**src/design/ijx_pkg.sv**
```systemverilog
// ijx_pkg: opcode fields, encodings and widths for the inc/dec/jump executor
// assumes 14-bit instruction words and a 13-bit program counter
package ijx_pkg;
  localparam int          INSN_W      = 14;
  localparam int          DATA_W      = 8;
  localparam int          FADDR_W     = 7;
  localparam int          PC_W        = 13;
  localparam int          JMP_W       = 11;
  // -------------------------------------------------------------
  // field positions
  // -------------------------------------------------------------
  localparam int          OP_HI       = 13;
  localparam int          OP_LO       = 8;
  localparam int          JOP_LO      = 11;
  localparam int          DEST_BIT    = 7;
  localparam int          LATCH_HI    = 4;
  localparam int          LATCH_LO    = 3;
  // -------------------------------------------------------------
  // encodings
  // -------------------------------------------------------------
  localparam logic [5:0]  OP_DEC_FILE = 6'h03;
  localparam logic [5:0]  OP_INC_FILE = 6'h0A;
  localparam logic [2:0]  OP_JUMP     = 3'h5;
  localparam logic [7:0]  ONE_DATA    = 8'h01;
  localparam logic [7:0]  ZERO_DATA   = 8'h00;
  localparam logic [12:0] PC_RESET    = 13'h0000;
  localparam logic [12:0] PC_STEP     = 13'h0001;

  typedef enum logic [0:0] {IJX_RUN, IJX_FLUSH} ijx_state_t;
endpackage : ijx_pkg

```
**src/design/ijx_exec.sv**
```systemverilog
// ijx_exec: decode and execute of file decrement, file increment, absolute jump
// assumes one instruction word per clk_sys cycle from program memory and a
// combinational file read port addressed by file_addr
// the array writes file_wdata at file_waddr on the edge that ends file_we
//
// Overview of operation
// (RL1) decrement file, write destination, update zero
// (RL2) increment file, write destination, update zero
// (RL3) destination bit 0 accumulator, 1 file
// (RL4) jump loads 11-bit immediate into pc
// (RL5) jump copies latch bits 4:3, flags kept
// (RL6) jump takes two cycles, second is nop
// (RL7) low seven bits address, bit7 destination
`timescale 1ns/1ps
module ijx_exec (
  // clock and reset
  input  wire logic        clk_sys,
  input  wire logic        resetn,
  // instruction fetch
  input  wire logic [13:0] insn,
  output logic      [12:0] pc,
  // file register array
  output logic      [6:0]  file_addr,
  input  wire logic [7:0]  file_rdata,
  output logic             file_we,
  output logic      [7:0]  file_wdata,
  // file write-back address, held with the write pulse
  output logic      [6:0]  file_waddr,
  // accumulator
  output logic             acc_we,
  output logic      [7:0]  acc_wdata,
  // status zero flag
  output logic             zero_we,
  output logic             zero_val,
  // page latch
  input  wire logic [7:0]  upper_page_latch
);
  // ------------------------------------------------------------------
  // decode
  // ------------------------------------------------------------------
  ijx_pkg::ijx_state_t state_reg;
  ijx_pkg::ijx_state_t state_next;
  logic [12:0]         pc_reg;
  logic [12:0]         pc_next;
  logic                is_dec;
  logic                is_inc;
  logic                is_jump;
  logic                dest_file;
  logic                fwd_hit;
  logic [7:0]          rd_operand;
  logic [7:0]          result;
  logic                file_we_reg;
  logic                file_we_next;
  logic                acc_we_reg;
  logic                acc_we_next;
  logic                zero_we_reg;
  logic                zero_we_next;
  logic                zero_reg;
  logic                zero_next;
  logic [7:0]          wdata_reg;
  logic [7:0]          wdata_next;
  logic [6:0]          waddr_reg;
  logic [6:0]          waddr_next;

  // flush cycle ignores the word fetched at the jump target; that word is fetched and decoded again next cycle
  assign is_dec    = state_reg == ijx_pkg::IJX_RUN &&
                     insn[ijx_pkg::OP_HI:ijx_pkg::OP_LO] == ijx_pkg::OP_DEC_FILE;
  assign is_inc    = state_reg == ijx_pkg::IJX_RUN &&
                     insn[ijx_pkg::OP_HI:ijx_pkg::OP_LO] == ijx_pkg::OP_INC_FILE;
  assign is_jump   = state_reg == ijx_pkg::IJX_RUN &&
                     insn[ijx_pkg::OP_HI:ijx_pkg::JOP_LO] == ijx_pkg::OP_JUMP;
  assign dest_file = insn[ijx_pkg::DEST_BIT]; // RL7
  assign file_addr = insn[ijx_pkg::FADDR_W-1:0]; // RL7

  // ------------------------------------------------------------------
  // operand forwarding
  // ------------------------------------------------------------------
  // the array is written two edges after decode, so a read of the address
  // still waiting for write-back would see stale data; take the pending byte
  assign fwd_hit    = file_we_reg && waddr_reg == file_addr; // RL1 RL2
  assign rd_operand = fwd_hit ? wdata_reg : file_rdata;
  assign result     = is_dec ? rd_operand - ijx_pkg::ONE_DATA // RL1
                             : rd_operand + ijx_pkg::ONE_DATA; // RL2

  // ------------------------------------------------------------------
  // next state
  // ------------------------------------------------------------------
  always_comb begin
    state_next   = ijx_pkg::IJX_RUN;
    pc_next      = pc_reg + ijx_pkg::PC_STEP;
    file_we_next = 1'b0;
    acc_we_next  = 1'b0;
    zero_we_next = 1'b0; // RL5
    zero_next    = zero_reg;
    wdata_next   = wdata_reg;
    waddr_next   = waddr_reg;
    case (state_reg)
      ijx_pkg::IJX_RUN: begin
        if (is_jump) begin
          pc_next    = {upper_page_latch[ijx_pkg::LATCH_HI:ijx_pkg::LATCH_LO], // RL5
                        insn[ijx_pkg::JMP_W-1:0]}; // RL4
          state_next = ijx_pkg::IJX_FLUSH; // RL6
        end else if (is_dec || is_inc) begin
          file_we_next = dest_file; // RL3
          acc_we_next  = !dest_file; // RL3
          zero_we_next = 1'b1; // RL1 RL2
          zero_next    = result == ijx_pkg::ZERO_DATA; // RL1 RL2
          wdata_next   = result;
          waddr_next   = file_addr;
        end
      end
      // the word shown now is dropped; hold pc so that the target word is
      // fetched again and decoded in the next cycle
      ijx_pkg::IJX_FLUSH: begin
        pc_next    = pc_reg; // RL6
        state_next = ijx_pkg::IJX_RUN; // RL6
      end
      default:            state_next = ijx_pkg::IJX_RUN;
    endcase
  end

  always_ff @(posedge clk_sys or negedge resetn) begin
    if (!resetn) begin
      state_reg   <= ijx_pkg::IJX_RUN;
      pc_reg      <= ijx_pkg::PC_RESET;
      file_we_reg <= 1'b0;
      acc_we_reg  <= 1'b0;
      zero_we_reg <= 1'b0;
      zero_reg    <= 1'b0;
      wdata_reg   <= ijx_pkg::ZERO_DATA;
      waddr_reg   <= ijx_pkg::ZERO_DATA[ijx_pkg::FADDR_W-1:0];
    end else begin
      state_reg   <= state_next;
      pc_reg      <= pc_next;
      file_we_reg <= file_we_next;
      acc_we_reg  <= acc_we_next;
      zero_we_reg <= zero_we_next;
      zero_reg    <= zero_next;
      wdata_reg   <= wdata_next;
      waddr_reg   <= waddr_next;
    end
  end

  // ------------------------------------------------------------------
  // outputs
  // ------------------------------------------------------------------
  // write-back is registered, one cycle after decode; file_addr during it
  // belongs to the next word, so the write uses file_waddr instead
  assign pc         = pc_reg;
  assign file_waddr = waddr_reg; // RL7
  assign file_we    = file_we_reg;
  assign file_wdata = wdata_reg;
  assign acc_we     = acc_we_reg;
  assign acc_wdata  = wdata_reg;
  assign zero_we    = zero_we_reg;
  assign zero_val   = zero_reg;

  // ------------------------------------------------------------------
  // checks
  // ------------------------------------------------------------------
  dec_result_a: assert property (@(posedge clk_sys) disable iff (!resetn) // RL1
    is_dec |=> wdata_reg == $past(rd_operand) - ijx_pkg::ONE_DATA && zero_we)
    else $error("decrement result wrong");
  inc_result_a: assert property (@(posedge clk_sys) disable iff (!resetn) // RL2
    is_inc |=> wdata_reg == $past(rd_operand) + ijx_pkg::ONE_DATA
               && zero_val == (wdata_reg == ijx_pkg::ZERO_DATA))
    else $error("increment result or zero wrong");
  dest_select_a: assert property (@(posedge clk_sys) disable iff (!resetn) // RL3
    (is_inc || is_dec) |=> (file_we == $past(dest_file)) && (acc_we != file_we))
    else $error("destination select wrong");
  jump_low_a: assert property (@(posedge clk_sys) disable iff (!resetn) // RL4
    is_jump |=> pc[10:0] == $past(insn[10:0]))
    else $error("jump target low bits wrong");
  jump_page_a: assert property (@(posedge clk_sys) disable iff (!resetn) // RL5
    is_jump |=> pc[12:11] == $past(upper_page_latch[4:3]) && !zero_we)
    else $error("jump page or flags wrong");
  jump_flush_a: assert property (@(posedge clk_sys) disable iff (!resetn) // RL6
    is_jump |=> state_reg == ijx_pkg::IJX_FLUSH ##1
                (state_reg == ijx_pkg::IJX_RUN && !file_we && !acc_we && !zero_we))
    else $error("jump second cycle not a nop");
  addr_field_a: assert property (@(posedge clk_sys) disable iff (!resetn) // RL7
    (is_inc || is_dec) && dest_file |=> waddr_reg == $past(insn[6:0]) ##1 !file_we
      || $past(is_inc || is_dec))
    else $error("file address field wrong");
  single_cycle_a: assert property (@(posedge clk_sys) disable iff (!resetn) // RL7
    (is_inc || is_dec) |=> state_reg == ijx_pkg::IJX_RUN && pc == $past(pc) + 13'h0001)
    else $error("inc/dec not single cycle");

  flush_pc_hold_a: assert property (@(posedge clk_sys) disable iff (!resetn) // RL6
    state_reg == ijx_pkg::IJX_FLUSH |=> pc == $past(pc))
    else $error("pc moved during jump flush");
  fwd_operand_a: assert property (@(posedge clk_sys) disable iff (!resetn) // RL1 RL2
    file_we && file_waddr == file_addr |-> rd_operand == file_wdata)
    else $error("pending write-back not forwarded");
  write_addr_a: assert property (@(posedge clk_sys) disable iff (!resetn) // RL3
    (is_inc || is_dec) && dest_file |=> file_we && file_waddr == $past(file_addr))
    else $error("write-back address wrong");
  dest_acc_a: assert property (@(posedge clk_sys) disable iff (!resetn) // RL3
    (is_inc || is_dec) && !dest_file |=> acc_we && !file_we)
    else $error("accumulator destination wrong");
  other_quiet_a: assert property (@(posedge clk_sys) disable iff (!resetn) // RL7
    state_reg == ijx_pkg::IJX_RUN && !is_inc && !is_dec && !is_jump
    |=> !file_we && !acc_we && !zero_we && pc == $past(pc) + ijx_pkg::PC_STEP)
    else $error("other word caused a write or pc jump");
  result_hold_a: assert property (@(posedge clk_sys) disable iff (!resetn) // RL5
    !(is_inc || is_dec) |=> $stable(file_wdata) && $stable(zero_val))
    else $error("result or zero changed without inc/dec");
  zero_match_a: assert property (@(posedge clk_sys) disable iff (!resetn) // RL1 RL2
    zero_we |-> zero_val == (file_wdata == ijx_pkg::ZERO_DATA))
    else $error("zero flag does not match result");
  jump_no_write_a: assert property (@(posedge clk_sys) disable iff (!resetn) // RL5
    is_jump |=> !file_we && !acc_we)
    else $error("jump wrote a destination");

  // ------------------------------------------------------------------
  // coverage
  // ------------------------------------------------------------------
  dec_cov_c:   cover property (@(posedge clk_sys) disable iff (!resetn) is_dec ##1 zero_val);
  inc_cov_c:   cover property (@(posedge clk_sys) disable iff (!resetn) is_inc && !dest_file);
  jump_cov_c:  cover property (@(posedge clk_sys) disable iff (!resetn) is_jump ##2 is_jump);
  fwd_cov_c:   cover property (@(posedge clk_sys) disable iff (!resetn) fwd_hit && is_inc);
  flush_cov_c: cover property (@(posedge clk_sys) disable iff (!resetn)
    state_reg == ijx_pkg::IJX_FLUSH ##1 is_inc);
endmodule : ijx_exec

```
**config.mk**
```make
export PLATFORM = sky130hd
export DESIGN_NAME = ijx_exec
export DESIGN_NICKNAME = d
export VERILOG_FILES = /design/src/design/ijx_pkg.sv /design/src/design/ijx_exec.sv
export SDC_FILE = /design/constraint.sdc
export NUM_CORES = 1
export LEC_CHECK = 0
export ABC_AREA = 1
export CORE_UTILIZATION = 45
export DETAILED_ROUTE_END_ITERATION = 10
export DONT_BUFFER_PORTS = 1
export HOLD_SLACK_MARGIN = 0.02
export SYNTH_ARGS = -nofsm -noshare
export SYNTH_HDL_FRONTEND = slang
export SYNTH_SLANG_ARGS = --single-unit
```
**constraint.sdc**
```tcl
create_clock -name clk_sys -period 2.83 [get_ports clk_sys]
set_input_delay 0.849 -clock clk_sys [delete_from_list [all_inputs] [get_ports clk_sys]]
set_output_delay 0.849 -clock clk_sys [all_outputs]
set_load 0.02 [all_outputs]
```
==> results.md <==
- Outcome: complete, no violations
- Placer Congestion: 0.7972
- Avg Cell Area, Syn: 7.628 µm²
- Total grt overflow: 0
- Die X: 73.43 µm
- Flop and latch count out of synthesis: 33
- Tmin final: 2760 ps
- Initial DRC Count: 62
- Seq pwr share: 0.495
- Critical path capture point type: register
- Full die area: 0.005392 mm²
- Skew final: 6.542 ps
- Worst slew pin tran: 593.5 ps
- Worst slew margin: 0.6029
- Finished Core Util: 0.5784
- Max IR drop VDD: 0.3598 mV
- Post-Syn Area: 0.002296 mm²
- Std cell rows: 25
- Leakage: 1.423 nW
- Power, Total: 1.859 mW
- Final hold slack: 249.6 ps
- Nets: 367
- Vias in the first global route: 1,964
- I/O pin total: 79
- Setup TNS: 0 ps
- Post-Place Setup Slack: -175.7 ps
- Max reg flops: 13
- Internal: 1.094 mW
- CTS Sinks: 33
- Largest net degree at the start of global routing: 34
- Die Span Y: 73.43 µm
- Reg2reg end: zero_val
- Total GRT Usage: 0.2123
- Worst r2r src: file_waddr[2]
- Cell Pwr Density: 667.2 mW/mm²
- Min-delay worst type: in -> async
- Routed WL: 5.441 mm
- Logic pwr share: 0.255
- Hold buffer count at CTS: 0
- Setup crit start kind: input port
- Number of buffers created by CTS: 5
- Post-route cell area: 0.002786 mm²
- Initial Util: 0.4766
- Post-Place Cell Area: 0.002542 mm²
- Clk root buf: clkbuf_8
- Area of the core: 0.004817 mm²
- CTS tree: yes
- Slew Viols, Final: 0
- Syn_nets: 341
- Switch share: 0.4114
- Critical path origin: insn[1]
- RSZ-0062 raised after global routing: true
- Critical Path AT: 2980 ps
- CP required: 3050 ps
- Clk_lat worst skew: 280 ps
- Clock transition at path regs: 70 ps
- DR WL/cell: 13.77 µm
- Initial antenna violation count: 0
- R2r setup slk: 160 ps
- Area delta synth->final: 21.36%
- I/O Buffers: 0
- # Max-Cap Violations: 0
- Peak Freq: 362.4 MHz
- Max FO, Critical Path: 5
- Non-Filler Instances: 395
- Fraction of layout cells with a size suffix above 1: 0.2835
- Yosys Warn Count: 0
- Distinct cells, synth: 34
- Final setup viols: 0
- Final WS setup: 70.29 ps
- Final Cycle Share: 0.9752
- Drt first pass iters: 4
- Number of diodes: 0
- Deepest clock path buffer count: 2
- Clock share of power: 0.250
- Vias per cell: 5.119
- Global-route wire length before repair: 8.680 mm
- Worst reg2reg path depth: 20
- Post-route ant nets: 0
- Residual DRC: 0
- Critical path class: in -> reg
- HPWL Detailed: 3.968 mm
- Final hold vios: 0
- P_sw: 0.7648 mW
- Via Count: 2,022
- H-tree Lvls: 2
- Mapped Cells: 301
- Cell total after placement: 383
- Register area share after synthesis: 0.3597
## Yosys cell counts
library cell,count,share of area
nor3_4,1,0.0071
a21boi_2,1,0.0049
a31oi_1,4,0.011
buf_4,15,0.049
xnor2_1,3,0.011
or2_2,1,0.0027
nor2_2,3,0.0082
ha_1,7,0.038
a21o_1,1,0.0033
nor3_1,2,0.0044
a21oi_1,6,0.013
nor3_2,1,0.0044
nand3_1,18,0.039
nand4_1,4,0.011
nor2_1,24,0.039
clkbuf_1,2,0.0033
fa_1,1,0.0087
inv_1,40,0.065
xor2_1,4,0.015
nand3b_1,2,0.0065
nand2_1,80,0.13
buf_2,2,0.0044
o211ai_1,2,0.0065
o21ai_0,12,0.026
nand2_2,4,0.011
mux2_2,5,0.025
nor2_8,1,0.0087
nand3_2,4,0.017
nand2_4,3,0.015
nor2_4,2,0.0098
dfrtp_1,33,0.36
o221ai_1,8,0.031
inv_2,4,0.0065
o21a_1,1,0.0033
## cell families (layout without fill, tap and decap cells)
group,count (synthesis),count (layout),share of synthesized area
compound gates,35,35,0.09864
buf+inv,63,89,0.1286
flops,33,33,0.3597
xor+xnor,7,7,0.02670
simple gates,150,151,0.3150
mux,5,5,0.02452
fa+ha+maj,8,8,0.04687
## worst max-delay path, stage by stage
cell and delay [ps]:
inv_6 20, nand2_4 40, nand2_2 50, inv_2 40, nand2_2 60, nor2_4 190, nand2_4 120, mux2_4 330
ha_4 270, a21oi_4 160, nand2_1 70, nand2_1 80, nand3_1 60, nor2_1 100, nand3_1 90, nor2_1 110
nand3_1 80, nor2_1 110, nand2_1 60, nand2_1 60
## metal layers
metal  up-vias  global-route usage  wire length, µm
li1       1003                   -                -
met2        68              0.3539             2585
met1       946              0.2661             2437
met5         -                   0                0
met3         5             0.05761              365
met4         0             0.07051               52
## worst max path at each step
stage | endpoint | cells past startpoint
CTS | zero_val | 19
global route | zero_val | 20
detailed placement | zero_val | 18
floorplan | zero_val | 18
global placement | zero_val | 19
finish | zero_val | 20
## power groups by stage
stage / registers, mW / clock network, mW / logic [mW]
after floorplan: 0.876 / 0 / 0.410
after global placement: 0.919 / 0 / 0.445
after detailed placement: 0.921 / 0 / 0.453
after CTS: 0.913 / 0.480 / 0.456
after global routing: 0.945 / 0.490 / 0.537
final: 0.921 / 0.464 / 0.474
## final cells by class
cell class | count | area, µm²
flip-flops and latches | 33 | 825.8
multi-input cells | 206 | 1292
fillers | 459 | 2031
repair buffers | 37 | 277.8
clock buffers | 7 | 86.33
clock inverters | 1 | 30.03
inverters | 44 | 190.2
well taps | 67 | 83.83
## cell usage in the layout, fill, tap and decap left out, types with 4 or more instances in the layout
master    count
ha_4          4
nand2_1      74
xor2_1        4
dfrtp_1      33
nand3_1      16
o221ai_1      8
inv_1        37
nand4_1       4
a31oi_1       4
buf_4        37
clkbuf_8      6
o21ai_0      11
nand2_4       6
nor2_1       24
nand2_2       8
inv_2         4
mux2_2        4
a21oi_1       4
nand3_2       6
## repair_timing
action,in CTS,in global routing
gates resized for setup,0,30
setup buffers,0,3
setup endpoints to repair,0,1
(Power assumes the default switching activity.)
